## config.mk

```make
export PLATFORM = sky130hd
export DESIGN_NAME = ewdto_core
export DESIGN_NICKNAME = d
export VERILOG_FILES = /design/src/verilog/ewdto_pkg.sv /design/src/verilog/ewdto_fifo_if.sv /design/src/verilog/ewdto_fifo.sv /design/src/verilog/ewdto_core.sv
export VERILOG_INCLUDE_DIRS = /design/src /design/src/verilog
export SDC_FILE = /design/constraint.sdc
export NUM_CORES = 1
export LEC_CHECK = 0
export BUFFER_PORTS_ARGS = -buffer_cell sky130_fd_sc_hd__buf_2
export CAP_MARGIN = 10
export CORE_AREA = 3 3 266 268
export DETAILED_ROUTE_END_ITERATION = 7
export DIE_AREA = 0 0 269 271
export GPL_TIMING_DRIVEN = 0
export HOLD_SLACK_MARGIN = 0.15
export PLACE_DENSITY = 0.79
export SYNTH_ARGS = -nofsm -noshare
export SYNTH_HDL_FRONTEND = slang
export SYNTH_SLANG_ARGS = --single-unit
```

## constraint.sdc

```tcl
create_clock -name mclk -period 14.6 [get_ports mclk]
set_input_delay 2.19 -clock mclk [delete_from_list [all_inputs] [get_ports mclk]]
set_output_delay 2.19 -clock mclk [all_outputs]
set_load 0.02 [all_outputs]
```

## src/verilog/ewdto_cfg.svh

```systemverilog
`ifndef EWDTO_CFG_SVH
`define EWDTO_CFG_SVH

// address and data widths of the bus side
`define EWDTO_AW 32
`define EWDTO_DW 64

// depths of the core write queue and the committed write record
`define EWDTO_WQ_DEPTH 4
`define EWDTO_CQ_DEPTH 4

// width of the read issue, read done and write sequence counters
`define EWDTO_CW 4

`endif

```

## src/verilog/ewdto_pkg.sv

```systemverilog
`default_nettype none

package ewdto_pkg;

    // address tenure sequencer
    typedef enum logic [1:0] {
        A_IDLE = 2'h0,
        A_REQ  = 2'h1,
        A_WAIT = 2'h3
    } ewdto_astate_e;

    // data tenure sequencer
    typedef enum logic [1:0] {
        D_IDLE = 2'h0,
        D_WR   = 2'h1,
        D_RD   = 2'h2
    } ewdto_dstate_e;

endpackage

`default_nettype wire

```

## src/verilog/ewdto_fifo_if.sv

```systemverilog
`timescale 1ns/100ps
`default_nettype none

interface ewdto_fifo_if #(
    parameter int W = 8
);
    logic         push;
    logic [W-1:0] push_data;
    logic         pop;
    logic [W-1:0] head;
    logic         empty;
    logic         full;

    modport owner (output push, output push_data, output pop,
                   input head, input empty, input full);
    modport store (input push, input push_data, input pop,
                   output head, output empty, output full);
endinterface

`default_nettype wire

```

## src/verilog/ewdto_fifo.sv

```systemverilog
`timescale 1ns/100ps
`default_nettype none
`include "ewdto_cfg.svh"

module ewdto_fifo #(
    parameter int W     = 8,
    parameter int DEPTH = `EWDTO_WQ_DEPTH
) (
    // clock and reset
    input  wire logic   mclk,
    input  wire logic   rst,
    // queue port
    ewdto_fifo_if.store q
);
    localparam int PW = $clog2(DEPTH);

    logic [W-1:0]  mem [DEPTH];
    logic [PW-1:0] wr_ptr_q;
    logic [PW-1:0] rd_ptr_q;
    logic [PW:0]   cnt_q;
    logic [PW:0]   cnt_d;
    logic          do_push;
    logic          do_pop;

    // push is ignored while full, pop while empty
    assign do_push = q.push & ~q.full;
    assign do_pop  = q.pop & ~q.empty;
    assign q.head  = mem[rd_ptr_q];

    always_comb begin
        cnt_d = cnt_q;
        if (do_push & ~do_pop) begin
            cnt_d = cnt_q + 1'h1;
        end else if (do_pop & ~do_push) begin
            cnt_d = cnt_q - 1'h1;
        end
    end

    always_ff @(posedge mclk) begin
        if (do_push) begin
            mem[wr_ptr_q] <= q.push_data;
        end
    end

    always_ff @(posedge mclk or posedge rst) begin
        if (rst) begin
            wr_ptr_q <= '0;
            rd_ptr_q <= '0;
            cnt_q    <= '0;
            q.empty  <= 1'h1;
            q.full   <= 1'h0;
        end else begin
            wr_ptr_q <= wr_ptr_q + PW'(do_push);
            rd_ptr_q <= rd_ptr_q + PW'(do_pop);
            cnt_q    <= cnt_d;
            q.empty  <= (cnt_d == '0);
            q.full   <= (cnt_d == (PW+1)'(DEPTH));
        end
    end
endmodule

`default_nettype wire

```

## src/verilog/ewdto_core.sv

```systemverilog
`timescale 1ns/100ps
`default_nettype none
`include "ewdto_cfg.svh"

module ewdto_core #(
    parameter int AW   = `EWDTO_AW,
    parameter int DW   = `EWDTO_DW,
    parameter int WQ_D = `EWDTO_WQ_DEPTH,
    parameter int CQ_D = `EWDTO_CQ_DEPTH,
    parameter int CW   = `EWDTO_CW
) (
    // clock and reset
    input  wire logic          mclk,
    input  wire logic          rst,
    // core read requests
    input  wire logic          rd_req,
    input  wire logic [AW-1:0] rd_addr,
    output logic               rd_busy,
    output logic               rd_valid,
    output logic [DW-1:0]      rd_data,
    // core write requests
    input  wire logic          wr_req,
    input  wire logic [AW-1:0] wr_addr,
    input  wire logic [DW-1:0] wr_data,
    output logic               wr_full,
    output logic               wr_done,
    // snoop push-out
    input  wire logic          snp_req,
    input  wire logic [AW-1:0] snp_addr,
    input  wire logic [DW-1:0] snp_data,
    output logic               snp_busy,
    // address bus
    input  wire logic          address_bus_grant,
    input  wire logic          addr_ack,
    input  wire logic          addr_retry,
    output logic               abus_req,
    output logic               abus_start,
    output logic               abus_wr,
    output logic [AW-1:0]      abus_addr,
    // data bus
    input  wire logic          data_bus_grant,
    input  wire logic          write_first_strobe,
    input  wire logic          data_ack,
    input  wire logic          data_bus_busy_i,
    output logic               data_bus_busy_o,
    output logic               data_bus_busy_oe,
    input  wire logic [DW-1:0] dbus_i,
    output logic [DW-1:0]      dbus_o,
    output logic               dbus_oe
);
    import ewdto_pkg::*;

    localparam int WE = AW + DW;
    localparam int CE = 2 * CW + DW;

    ewdto_fifo_if #(.W(WE)) wq ();
    ewdto_fifo_if #(.W(CE)) cq ();

    ewdto_fifo #(.W(WE), .DEPTH(WQ_D)) u_wq (
        .mclk (mclk),
        .rst  (rst),
        .q    (wq.store)
    );

    ewdto_fifo #(.W(CE), .DEPTH(CQ_D)) u_cq (
        .mclk (mclk),
        .rst  (rst),
        .q    (cq.store)
    );

    ewdto_astate_e a_state_q;
    ewdto_dstate_e d_state_q;
    logic          abus_req_q;
    logic          abus_start_q;
    logic          abus_wr_q;
    logic [AW-1:0] abus_addr_q;
    logic          hold_valid_q;
    logic [DW-1:0] hold_data_q;
    logic          rd_want_q;
    logic [AW-1:0] rd_addr_q;
    logic          snp_valid_q;
    logic [AW-1:0] snp_addr_q;
    logic [DW-1:0] snp_data_q;
    logic [CW-1:0] rd_iss_q;
    logic [CW-1:0] rd_done_q;
    logic [CW-1:0] wseq_in_q;
    logic [CW-1:0] wseq_out_q;
    logic          rd_valid_q;
    logic [DW-1:0] rd_data_q;
    logic          wr_done_q;
    logic          busy_q;
    logic          dbus_oe_q;
    logic [DW-1:0] dbus_o_q;

    logic [CW-1:0] rd_pend_cnt;
    logic          rd_room;
    logic          any_src;
    logic          a_grant;
    logic          sel_snp;
    logic          sel_rd;
    logic          sel_wq;
    logic          a_done;
    logic [CW-1:0] cq_seq;
    logic [CW-1:0] cq_tag;
    logic [DW-1:0] cq_data;
    logic          rd_pend;
    logic          w_inorder;
    logic          qgnt;
    logic          take_wr;
    logic          take_rd;

    // address side selection, made at the address grant itself
    assign rd_pend_cnt = rd_iss_q - rd_done_q;
    assign rd_room     = ~rd_pend_cnt[CW-1];
    assign any_src     = hold_valid_q | (rd_want_q & rd_room)
                       | (~cq.full & (snp_valid_q | ~wq.empty));
    assign a_grant     = (a_state_q == A_REQ) & address_bus_grant;
    assign sel_snp     = a_grant & ~hold_valid_q & ~cq.full & snp_valid_q;
    assign sel_rd      = a_grant & ~hold_valid_q & ~sel_snp & rd_want_q & rd_room;
    assign sel_wq      = a_grant & ~hold_valid_q & ~sel_snp & ~sel_rd
                       & ~cq.full & ~wq.empty;
    assign a_done      = (a_state_q == A_WAIT) & addr_ack & ~addr_retry;

    assign wq.push      = wr_req;
    assign wq.push_data = {wr_addr, wr_data};
    assign wq.pop       = sel_wq;
    // write enters the record with the count of reads addressed before it
    assign cq.push      = a_done & abus_wr_q;
    assign cq.push_data = {wseq_in_q, rd_iss_q, hold_data_q};

    // data side choice from the ordered record
    assign {cq_seq, cq_tag, cq_data} = cq.head;
    assign rd_pend   = (rd_iss_q != rd_done_q);
    assign w_inorder = ~cq.empty & (cq_tag == rd_done_q);
    assign qgnt      = (d_state_q == D_IDLE) & data_bus_grant & ~data_bus_busy_i;
    assign take_wr   = qgnt & ~cq.empty & (write_first_strobe | w_inorder);
    assign take_rd   = qgnt & ~take_wr & rd_pend;
    assign cq.pop    = (d_state_q == D_WR) & data_ack;

    // address tenure sequencer
    always_ff @(posedge mclk or posedge rst) begin
        if (rst) begin
            a_state_q    <= A_IDLE;
            abus_req_q   <= 1'h0;
            abus_start_q <= 1'h0;
        end else begin
            abus_start_q <= 1'h0;
            case (a_state_q)
                A_IDLE: begin
                    if (any_src) begin
                        abus_req_q <= 1'h1;
                        a_state_q  <= A_REQ;
                    end
                end
                A_REQ: begin
                    if (address_bus_grant) begin
                        abus_req_q   <= 1'h0;
                        abus_start_q <= 1'h1;
                        a_state_q    <= A_WAIT;
                    end
                end
                A_WAIT: begin
                    if (addr_ack) begin
                        a_state_q <= A_IDLE;
                    end
                end
                default: a_state_q <= A_IDLE;
            endcase
        end
    end

    // tenure under address; kept through a retry and reissued first
    always_ff @(posedge mclk or posedge rst) begin
        if (rst) begin
            hold_valid_q <= 1'h0;
            abus_wr_q    <= 1'h0;
            abus_addr_q  <= '0;
            hold_data_q  <= '0;
        end else if (sel_snp) begin
            hold_valid_q <= 1'h1;
            abus_wr_q    <= 1'h1;
            abus_addr_q  <= snp_addr_q;
            hold_data_q  <= snp_data_q;
        end else if (sel_rd) begin
            hold_valid_q <= 1'h1;
            abus_wr_q    <= 1'h0;
            abus_addr_q  <= rd_addr_q;
        end else if (sel_wq) begin
            hold_valid_q <= 1'h1;
            abus_wr_q    <= 1'h1;
            {abus_addr_q, hold_data_q} <= wq.head;
        end else if (a_done) begin
            hold_valid_q <= 1'h0;
        end
    end

    // pending read and snoop slots; a new request wins over the take
    always_ff @(posedge mclk or posedge rst) begin
        if (rst) begin
            rd_want_q   <= 1'h0;
            rd_addr_q   <= '0;
            snp_valid_q <= 1'h0;
            snp_addr_q  <= '0;
            snp_data_q  <= '0;
        end else begin
            if (rd_req & (~rd_want_q | sel_rd)) begin
                rd_want_q <= 1'h1;
                rd_addr_q <= rd_addr;
            end else if (sel_rd) begin
                rd_want_q <= 1'h0;
            end
            if (snp_req & (~snp_valid_q | sel_snp)) begin
                snp_valid_q <= 1'h1;
                snp_addr_q  <= snp_addr;
                snp_data_q  <= snp_data;
            end else if (sel_snp) begin
                snp_valid_q <= 1'h0;
            end
        end
    end

    // issue and completion counters
    always_ff @(posedge mclk or posedge rst) begin
        if (rst) begin
            rd_iss_q   <= '0;
            rd_done_q  <= '0;
            wseq_in_q  <= '0;
            wseq_out_q <= '0;
        end else begin
            rd_iss_q   <= rd_iss_q + CW'(a_done & ~abus_wr_q);
            wseq_in_q  <= wseq_in_q + CW'(cq.push);
            rd_done_q  <= rd_done_q + CW'((d_state_q == D_RD) & data_ack);
            wseq_out_q <= wseq_out_q + CW'(cq.pop);
        end
    end

    // data tenure sequencer
    always_ff @(posedge mclk or posedge rst) begin
        if (rst) begin
            d_state_q  <= D_IDLE;
            busy_q     <= 1'h0;
            dbus_oe_q  <= 1'h0;
            dbus_o_q   <= '0;
            rd_valid_q <= 1'h0;
            rd_data_q  <= '0;
            wr_done_q  <= 1'h0;
        end else begin
            rd_valid_q <= 1'h0;
            wr_done_q  <= 1'h0;
            case (d_state_q)
                D_IDLE: begin
                    if (take_wr) begin
                        d_state_q <= D_WR;
                        busy_q    <= 1'h1;
                        dbus_oe_q <= 1'h1;
                        dbus_o_q  <= cq_data;
                    end else if (take_rd) begin
                        d_state_q <= D_RD;
                        busy_q    <= 1'h1;
                    end
                end
                D_WR: begin
                    if (data_ack) begin
                        d_state_q <= D_IDLE;
                        busy_q    <= 1'h0;
                        dbus_oe_q <= 1'h0;
                        wr_done_q <= 1'h1;
                    end
                end
                D_RD: begin
                    if (data_ack) begin
                        d_state_q  <= D_IDLE;
                        busy_q     <= 1'h0;
                        rd_data_q  <= dbus_i;
                        rd_valid_q <= 1'h1;
                    end
                end
                default: d_state_q <= D_IDLE;
            endcase
        end
    end

    assign rd_busy          = rd_want_q;
    assign rd_valid         = rd_valid_q;
    assign rd_data          = rd_data_q;
    assign wr_full          = wq.full;
    assign wr_done          = wr_done_q;
    assign snp_busy         = snp_valid_q;
    assign abus_req         = abus_req_q;
    assign abus_start       = abus_start_q;
    assign abus_wr          = abus_wr_q;
    assign abus_addr        = abus_addr_q;
    assign data_bus_busy_o  = busy_q;
    assign data_bus_busy_oe = busy_q;
    assign dbus_o           = dbus_o_q;
    assign dbus_oe          = dbus_oe_q;
endmodule

`default_nettype wire

```

======== Yosys cells after proc, flatten, opt, wreduce, memory -nomap -nowiden ========
Memory sizes are Yosys's and may differ from the RTL's.
Index checks and enable logic that the tools add are counted.
storage, ports and cells
  register bits after elaboration ......... 396
  latch bits .............................. 0
  RAM bits ................................ 672
  bits in read-only memories .............. 0
  bits of input ports ..................... 300
  output and inout bits ................... 171
  word-level logic and storage cells ...... 189
  memories ................................ 2
memory list
  name      words  bits a word  rd ports  clocked after memory_dff  wr ports  line              source
  u_wq.mem  4      96           1         0                         1         ewdto_fifo.sv:17  logic [W-1:0] mem [DEPTH];
  u_cq.mem  4      72           1         0                         1         ewdto_fifo.sv:17
cells by class
  add/sub/neg operators ................... 12
  multiply operators ...................... 0
  divide/modulo/power cells ............... 0
  order comparisons ....................... 0
  equality and inequality tests ........... 16
  shift-type cells ........................ 0
  mux-type cells .......................... 47
  bitwise logic cells ..................... 59
  reduce and logical (&&, ||, !) cells .... 21
operator list
  operator                                             count
  2-to-1 mux 64 bit                                    3
  2-to-1 mux 32 bit                                    3
  bitwise AND 1 bit                                    34
  2-to-1 mux 1 bit                                     26
  NOT 1 bit                                            17
  2-to-1 mux 2 bit                                     6
  2-to-1 mux 3 bit                                     4
  inequality test 2 bit, second input constant         6
  AND reduction 3 bit                                  4
  nonzero test 2 bit                                   6
  adder 2 x 1 -> 2 bit                                 4
  adder 4 x 1 -> 4 bit                                 2
  AND reduction 2 bit                                  4
  adder 3 x 1 -> 3 bit, second input constant          2
  equality test 3 bit, second input constant           2
  logical NOT 3 bit                                    2
  OR 1 bit                                             6
  case mux 1 bit (2 select lines)                      3
  case mux 2 bit (3 select lines)                      1
  subtractor 3 x 1 -> 3 bit, second input constant     2
  adder 4 bit                                          1
  bitwise AND 1 x 4 -> 4 bit                           1
  equality test 2 x 1 -> 1 bit, second input constant  2
  equality test 2 bit, second input constant           2
  other kinds (11)                                     12

======== Depth between registers and ports, before layout ========
Gate-level depths: netlist (run 1).
  word-level depth ........................ 18
  gate-level depth with buffers ........... 10
  gate-level depth less buffers ........... 9

======== Hierarchy ========
From an unflattened synthesis (run 1), not the netlist that was laid out.
second synthesis, totals
  cell total of the unflattened synthesis .. 2,151
  area, all modules ....................... 41,019.3 sq um
by module, submodules not included
  module              times used  cells an instance  area each (sq um)  sequential area each (sq um)
  ewdto_core          1           1,172              15,787.6           9,459.1
  ewdto_fifo at u_wq  1           553                14,330.0           11,757.5
  ewdto_fifo at u_cq  1           426                10,901.7           8,874.8

======== Least setup slack after synthesis (run 1) ========
No wires, ideal clock.
  kind .................................... input -> register
  start ................................... input wr_req
  end ..................................... memory u_wq.mem[2][0] (netlist bit), enable pin
  library setup time ...................... 0.688 ns
  data arrival time ....................... 9.267 ns
  required time ........................... 13.912 ns
  slack ................................... 4.644 ns
  stages on the path ...................... 2
  buffers on the path ..................... 0
  cells stage by stage .................... nand2b_1 > nor3b_1
on the way
  longest elaborated chain between the ends .. 3
ends and longest elaborated chain
  element                                 line              source
  start: declaration                      ewdto_core.sv:22  input wire logic wr_req,
  bitwise AND 1 bit                       ewdto_fifo.sv:26  assign do_push = q.push & ~q.full;
  2-to-1 mux 1 bit                        ewdto_fifo.sv:40  if (do_push) begin
  2-to-1 mux 1 bit (not written as such)  ewdto_fifo.sv:41  mem[wr_ptr_q] <= q.push_data;
  end: declaration                        ewdto_fifo.sv:17
Every way passes these cells.

======== Worst setup path in the final report (run 1) ========
  start ................................... input address_bus_grant
  end ..................................... register hold_data_q[63]
on the way
  longest elaborated chain between the ends .. 14
  elaborated cells on any way between the ends .. 16
  classes of those cells .................. eq/ne: 1; mux: 1; bitwise: 12; reduce/logical: 2
ends and longest elaborated chain
  element                         line                                                     source
  start: declaration              ewdto_core.sv:33                                         input wire logic address_bus_grant,
  bitwise AND 1 bit *             ewdto_core.sv:117                                        assign a_grant = (a_state_q == A_REQ) & address_bus_grant;
  bitwise AND 1 bit *             ewdto_core.sv:118, ewdto_core.sv:119, ewdto_core.sv:120
  bitwise AND 1 bit (2 in a row)  ewdto_core.sv:118                                        assign sel_snp = a_grant & ~hold_valid_q & ~cq.full & snp_valid_q;
  NOT 1 bit                       ewdto_core.sv:119, ewdto_core.sv:120
  bitwise AND 1 bit               ewdto_core.sv:119, ewdto_core.sv:120
  bitwise AND 1 bit (2 in a row)  ewdto_core.sv:119                                        assign sel_rd = a_grant & ~hold_valid_q & ~sel_snp & rd_want_q & rd_room;
  NOT 1 bit                       ewdto_core.sv:120                                        assign sel_wq = a_grant & ~hold_valid_q & ~sel_snp & ~sel_rd
  bitwise AND 1 bit               ewdto_core.sv:120
  bitwise AND 1 bit (2 in a row)  ewdto_core.sv:121                                        & ~cq.full & ~wq.empty;
  nonzero test 2 bit (no line)    n/a
  AND reduction 2 bit (no line)   n/a
  end signal: assignment          ewdto_core.sv:183                                        hold_data_q <= snp_data_q;
  end signal: assignment          ewdto_core.sv:191                                        {abus_addr_q, hold_data_q} <= wq.head;
  end: declaration                ewdto_core.sv:78                                         logic [DW-1:0] hold_data_q;
Every way passes the cells marked *; elsewhere a longest branch is shown, timed or not.
A chain may end at the register's enable or synchronous reset.

==> flow_summary.json, run 1 <==
{
  "synth_area_leaders": "edfxtp_1, dfrtp_1, mux4_2",
  "irDropWorstVdd_mv": 0.125,
  "cp.required_ns": 15.09,
  "ios": 471,
  "die_area_um2": 72900,
  "synthCells": 2134,
  "antenna_found_initial": 37,
  "cp-start-kind": "input pin",
  "grt_max_degree": 135,
  "slew_headroom_pct": 12.8,
  "cts_tree": "built",
  "multi_input_area_um2": 9700,
  "reg2reg_slack_ns": 10.67,
  "arrival_ns": 5.56,
  "areaGrowthSynthToFinish_pct": 19.4,
  "finalHoldViolCount": 0,
  "drt_pass1_iterations": 5,
  "nFillCells": 4284,
  "clk_path_buf_depth": 3,
  "synth_edf_count": 656,
  "core-area_um2": 68600,
  "place_congestion": 0.853,
  "min_period_over_period_pct": 34.7,
  "htree_levels": 3,
  "via_per_inst": 5.76,
  "grt_usage_pct": 25.8,
  "cts-resized-gates": 0,
  "slowest_stage": "nor3b_2",
  "syn_nets": 2452,
  "max_cap_viol_count": 0,
  "status": "finished clean",
  "path_cells": "buf_2 -> nand4bb_4 -> nor3b_2 -> a21oi_2 -> nor2b_1 -> clkbuf_1 -> clkbuf_1 -> a31oi_1",
  "period_minus_slack_ns": 5.07,
  "reg2regPathDepth": 7,
  "reg2reg_to": "hold_data_q[63]",
  "yosysSeqAreaShare_pct": 74.2,
  "clk_latency_ns": 0.66,
  "post-synth-top-area-cell": "edfxtp_1",
  "power.density_nw_per_um2": 210,
  "ant_nets": 0,
  "hpwlAfterDp_mm": 64.2,
  "grt_pass1_vias": 23300,
  "p_leak_nw": 18.0,
  "ys_ff_latch": 1048,
  "whs_ns": 0.484,
  "drc": 0,
  "post_cts_buffers": 0,
  "cts_root_buf": "clkbuf_16",
  "cts_hold_buffers": 0,
  "timing.rr.start": "a_state_q[1]",
  "nets": 3062,
  "tightest_slew_ns": 1.30,
  "fmax_mhz": 197,
  "cts.sinks": 1048,
  "rsz0062_at_grt": "no",
  "wl_per_cell_um": 24.3,
  "ys_async_sr_fraction_pct": 37.4,
  "path_delay_family": "simple AND/OR/NAND/NOR gates",
  "yosys_most_used_dff": "edfxtp_1",
  "critPathMaxFanout": 10,
  "numCtsBuffers": 100,
  "skew_ns": 0.0269,
  "setup-violations-final": 0,
  "critPathMaxStageDelay_ns": 1.06,
  "report.final.slew_viol_count": 0,
  "min_to": "dbus_o[1]",
  "drive_gt1_share_pct": 39.5,
  "crit_buf_inv": 3,
  "netlist.area_leader.share_pct": 49.5,
  "avgSynthCellArea_um2": 18.6,
  "min_from": "dbus_o[1]",
  "tns_ns": 0,
  "synth_cell_type_count": 51,
  "cp-end-kind": "flip-flop",
  "syn_area_um2": 39800,
  "grt_pass1_wl_mm": 140,
  "critPathMostFrequentCell": "clkbuf_1",
  "route.vias.total": 21800,
  "worst-setup-path-type": "in2reg",
  "hold_path_depth": 1,
  "rows": 96,
  "drt-initial-drc-count": 1477,
  "die_h_um": 271,
  "totalWireLength_mm": 92.0,
  "grt_remaining_overflow": 0,
  "cts.clk_slew.worst_paths_ns": 0.06,
  "seq_area_um2": 29500,
  "ys_warn_count": 0,
  "hold_path_class": "reg2reg",
  "die_x_um": 269,
  "port_buffers": 470,
  "start_util_pct": 58.0
}
[flip-flops by register name, summed over array words and instances, names as in the netlist, 2 cells and up]
register	cells
u_wq.rd_ptr_q	2
snp_data_q	64
hold_data_q	64
rd_data	64
abus_addr	32
rd_iss_q	4
snp_addr_q	32
u_wq.mem	384
u_cq.mem	272
u_cq.wr_ptr_q	2
u_cq.rd_ptr_q	2
u_wq.wr_ptr_q	2
u_wq.cnt_q	3
u_cq.cnt_q	3
rd_addr_q	32
a_state_q	2
d_state_q	2
rd_done_q	4
dbus_o	64
[worst max path at each step]
stage / startpoint / endpoint / slack (ns) / depth (start not counted)
final: address_bus_grant / hold_data_q[63] / 9.53 / 8
after global routing: address_bus_grant / hold_data_q[16] / 9.40 / 9
after CTS: address_bus_grant / hold_data_q[5] / 9.64 / 9
after detailed placement: address_bus_grant / hold_data_q[30] / 8.96 / 9
after global placement: rst / rd_addr_q[3] / -2.47 / 2
after floorplan: rst / a_state_q[0] / 1.52 / 1
[Yosys cell counts, drive strengths merged, types with 18 or more instances]
library cell  instances
inv                  21
a211oi               33
dfrtp               390
edfxtp              656
a31oi                67
o21ai                41
buf                  42
nand2               143
clkbuf               74
nor2                 88
mux2                257
a21boi               32
mux4                164
o2bb2ai              34
ha                   18
[metrics by stage]
step | cells | util, % | area (um^2) | setup slack [ns] | power (mW)
2_1_floorplan | 2134 | - | 39800 | 1.52 | 6.34
3_3_place_gp | 3535 | 63.1 | 43300 | -2.47 | 7.19
3_5_place_dp | 3573 | 64.0 | 43900 | 8.96 | 7.35
4_1_cts | 3762 | 69.2 | 47400 | 9.64 | 10.1
5_1_grt | 3774 | 69.2 | 47500 | 9.40 | 10.5
6_report | 3784 | 69.2 | 47500 | 9.53 | 10.0
[layer usage]
metal,share of wire (%),routed length (um),global-route usage [%],vias up
li1,-,-,-,9546
met1,38,34900,32.4,11200
met2,51,47300,43.7,813
met3,7.4,6830,6.20,199
met4,3.0,2770,9.52,30
met5,0.21,195,0,-
[layout by cell type, fill, tap and decap left out, drive strengths merged, types with 2 or more instances in the layout]
master and n:
and2 3, mux4 164, or4 2, a211oi 33
buf 550, nor3 8, clkinv 32, mux2 257
nor2 88, o21bai 2, nand3 4, nand3b 3
o2bb2ai 34, mux2i 2, a21oi 4, nor2b 5
nor3b 3, o31ai 2, bufinv 13, nand2 143
ha 18, inv 26, xnor2 10, edfxtp 656
clkbuf 203, diode 22, xor2 7, o21ai 41
dfrtp 390, a31oi 67, and3 2, nand4 2
a21boi 32, nand2b 3, clkinvlp 10, dfstp 2
[power breakdown]
group,switching (mW),leakage [nW],internal [mW]
Clock,1.11,1.70,1.60
Combinational,1.54,5.70,1.20
Sequential,0.466,10.6,4.10
Total,3.11,18.0,6.89
[logic make-up (layout without fill, tap and decap cells)]
group	Yosys count	count (layout)	share of synthesized area, %
AND/OR/NAND/NOR	270	270	2.89
AO/OA/AOI/OAI	221	221	3.81
XOR/XNOR	17	17	0.375
multiplexers	423	423	16.6
other	0	22	0
flip-flops	1048	1048	74.2
adder cells (fa/ha/maj)	18	18	0.567
buffers and inverters	137	834	1.50
[layout make-up]
class,instances,share of cell area (%)
Inverter,21,0.182
Buffer,116,1.09
Clock buffer,129,5.91
Sequential cell,1048,62.1
Timing Repair Buffer,508,6.22
Tap cell,931,2.45
Clock inverter,60,1.47
Antenna cell,22,0.116
Multi-Input combinational cell,949,20.4
Note: power is estimated with default switching activity, not from simulation.
==> inputs of run 2 (changes only) <==
- CORE_AREA: 3 3 266 268 -> 3 3 281 283
- DIE_AREA: 0 0 269 271 -> 0 0 284 286
- PLACE_DENSITY: 0.79 -> 0.75
- clock period: 14.6 -> 4.58 ns (I/O delays scaled with it)
==> run 2 against run 1 <==
Compared with the run above: sequential share of layout area down 0.54 points; first-iteration DRC count up 11%; hold slack got worse by 0.25 ns; worst setup slack lost 8.4 ns; clock-buffer cell count is 19 higher; clock power grew to 3.2 times the previous value; global-route usage is 2.9 points lower; design area up 0.87%; flip-flop and latch count stayed put; critical path type is now reg2reg; largest cell class unchanged; largest power group unchanged.
==> flow_summary.json, run 2 (same netlist as run 1, synthesis figures left out) <==
{
  "reg2reg_slack_ns": 1.11,
  "cts.sinks": 1048,
  "start_util_pct": 51.7,
  "whs_ns": 0.238,
  "fin_util_pct": 62.2,
  "timing.rr.start": "a_state_q[1]",
  "worst-setup-path-type": "reg2reg",
  "path_delay_family": "simple AND/OR/NAND/NOR gates",
  "die_h_um": 286,
  "design_area_um2": 47900,
  "grt_max_degree": 57,
  "setup-violations-final": 0,
  "regMostFlops": "u_wq.mem",
  "hpwlAfterDp_mm": 65.4,
  "rows": 102,
  "clk_latency_ns": 0.66,
  "areaGrowthSynthToFinish_pct": 20.5,
  "crit_buf_inv": 2,
  "grt_pass1_wl_mm": 141,
  "hold_path_depth": 1,
  "critPathMaxFanout": 10,
  "drt-initial-drc-count": 1637,
  "cts_hold_buffers": 1,
  "min_to": "u_wq.mem[2][47]",
  "path_cells": "nand4bb_4 -> nor3b_2 -> a21oi_2 -> nor2b_1 -> clkbuf_1 -> clkbuf_1 -> nor2_1 -> a31oi_1",
  "via_per_inst": 5.55,
  "cts_root_buf": "clkbuf_16",
  "reg2reg_to": "hold_data_q[11]",
  "antenna_found_initial": 37,
  "die_area_um2": 81200,
  "nets": 3070,
  "placement.cell_area_um2": 44300,
  "die_x_um": 284,
  "critPathMostFrequentCell": "clkbuf_1",
  "irDropWorstVdd_mv": 0.411,
  "nFillCells": 5372,
  "cp-end-kind": "flip-flop",
  "reg_top3": "u_wq.mem (384), u_cq.mem (272)",
  "skew_ns": 0.0379,
  "reg2regPathDepth": 8,
  "place_congestion": 0.901,
  "report.final.slew_viol_count": 0,
  "arrival_ns": 4.04,
  "post_cts_buffers": 0,
  "core-area_um2": 77000,
  "totalWireLength_mm": 92.4,
  "finalHoldViolCount": 0,
  "layout_common_cells": "edfxtp_1, buf_2, dfrtp_1",
  "drt_pass1_iterations": 5,
  "cts-resized-gates": 0,
  "cp.required_ns": 5.15,
  "slew_headroom_pct": 17.6,
  "power.density_nw_per_um2": 667,
  "max_cap_viol_count": 0,
  "clk_path_buf_depth": 3,
  "numCtsBuffers": 105,
  "port_buffers": 470,
  "wl_per_cell_um": 23.6,
  "slowest_stage": "clkbuf_1",
  "htree_levels": 3,
  "period_minus_slack_ns": 3.47,
  "drive_gt1_share_pct": 38.7,
  "drc": 0,
  "tightest_slew_ns": 1.24,
  "p_leak_nw": 18.1,
  "ant_nets": 0,
  "largest_reg_flops": 384,
  "cp-start-kind": "flip-flop",
  "grt_pass1_vias": 23400,
  "pre_cts_slack_ns": 0.323,
  "cts.clk_slew.worst_paths_ns": 0.06,
  "fmax_mhz": 288,
  "grt_remaining_overflow": 0,
  "min_period_over_period_pct": 75.8,
  "hold_path_class": "in2reg",
  "cts_tree": "built",
  "rsz0062_at_grt": "no",
  "route.vias.total": 21700,
  "fin_ws_ns": 1.11,
  "critPathMaxStageDelay_ns": 0.72,
  "grt_usage_pct": 22.8,
  "final_common_cell": "edfxtp_1",
  "min_from": "wr_data[47]",
  "ios": 471,
  "status": "finished clean"
}
## run 2: changes by cell type in the layout (fill, tap and decap cells not counted), moves of 4 or more
cell        before  now
buf_6           24    7
clkbuf_8        13    5
inv_6            5    1
clkinvlp_4      10    3
clkinv_1         8   15
buf_16           5   13
clkbuf_1        87  111
clkinv_2        19   14
buf_12           7   19
## run 2: cell type report
class / count / area, um^2 / area share [%]
clock buffer: 148 / 2860 / 5.97
inverter: 21 / 82.6 / 0.172
antenna: 21 / 52.6 / 0.110
sequential: 1048 / 29500 / 61.6
timing repair buffer: 511 / 3220 / 6.72
clock inverter: 52 / 647 / 1.35
multi-input combinational: 949 / 9710 / 20.3
tap: 1040 / 1300 / 2.72
buffer: 116 / 518 / 1.08
## run 2: power by group
| group | switching (mW) | internal, mW | leakage [nW] |
|---|---|---|---|
| clock | 3.55 | 5.06 | 1.70 |
| combinational | 4.92 | 3.88 | 5.79 |
| sequential | 1.46 | 13.1 | 10.6 |
| total | 9.93 | 22.0 | 18.1 |
## run 2: per-layer routing
metal | GRT usage, % | routed length [um] | part of all wire (%)
met5 | 0 | 182 | 0.20
met4 | 7.70 | 2460 | 2.7
met3 | 5.21 | 5960 | 6.4
met1 | 28.7 | 36000 | 39
met2 | 39.5 | 47700 | 52
## run 2: worst max-delay path by stage
stage	startpoint	end	slack [ns]	depth (start not counted)
global route	a_state_q[1]	hold_data_q[11]	0.91	8
detailed placement	address_bus_grant	hold_data_q[10]	0.32	9
floorplan	rst	a_state_q[0]	-1.38	1
CTS	a_state_q[1]	hold_data_q[11]	0.54	8
finish	a_state_q[1]	hold_data_q[11]	1.11	8
global placement	rst	rd_addr_q[16]	-3.60	2
## run 2: metrics by stage
| step | setup TNS [ns] | cells | power (mW) |
|---|---|---|---|
| finish | 0 | 3906 | 31.9 |
| global route | 0 | 3898 | 33.5 |
| CTS | 0 | 3884 | 32.2 |
| detailed placement | 0 | 3683 | 23.6 |
| global placement | -2165.78 | 3644 | 22.9 |
| floorplan | -537.90 | 2134 | 20.2 |
## run 2: worst reg2reg max path, stage by stage (launching register included)
cell and delay (ns):
dfrtp_1 0.43, nand4bb_4 0.25, nor3b_2 0.67, a21oi_2 0.28, nor2b_1 0.21, clkbuf_1 0.72, clkbuf_1 0.52, nor2_1 0.10
a31oi_1 0.19
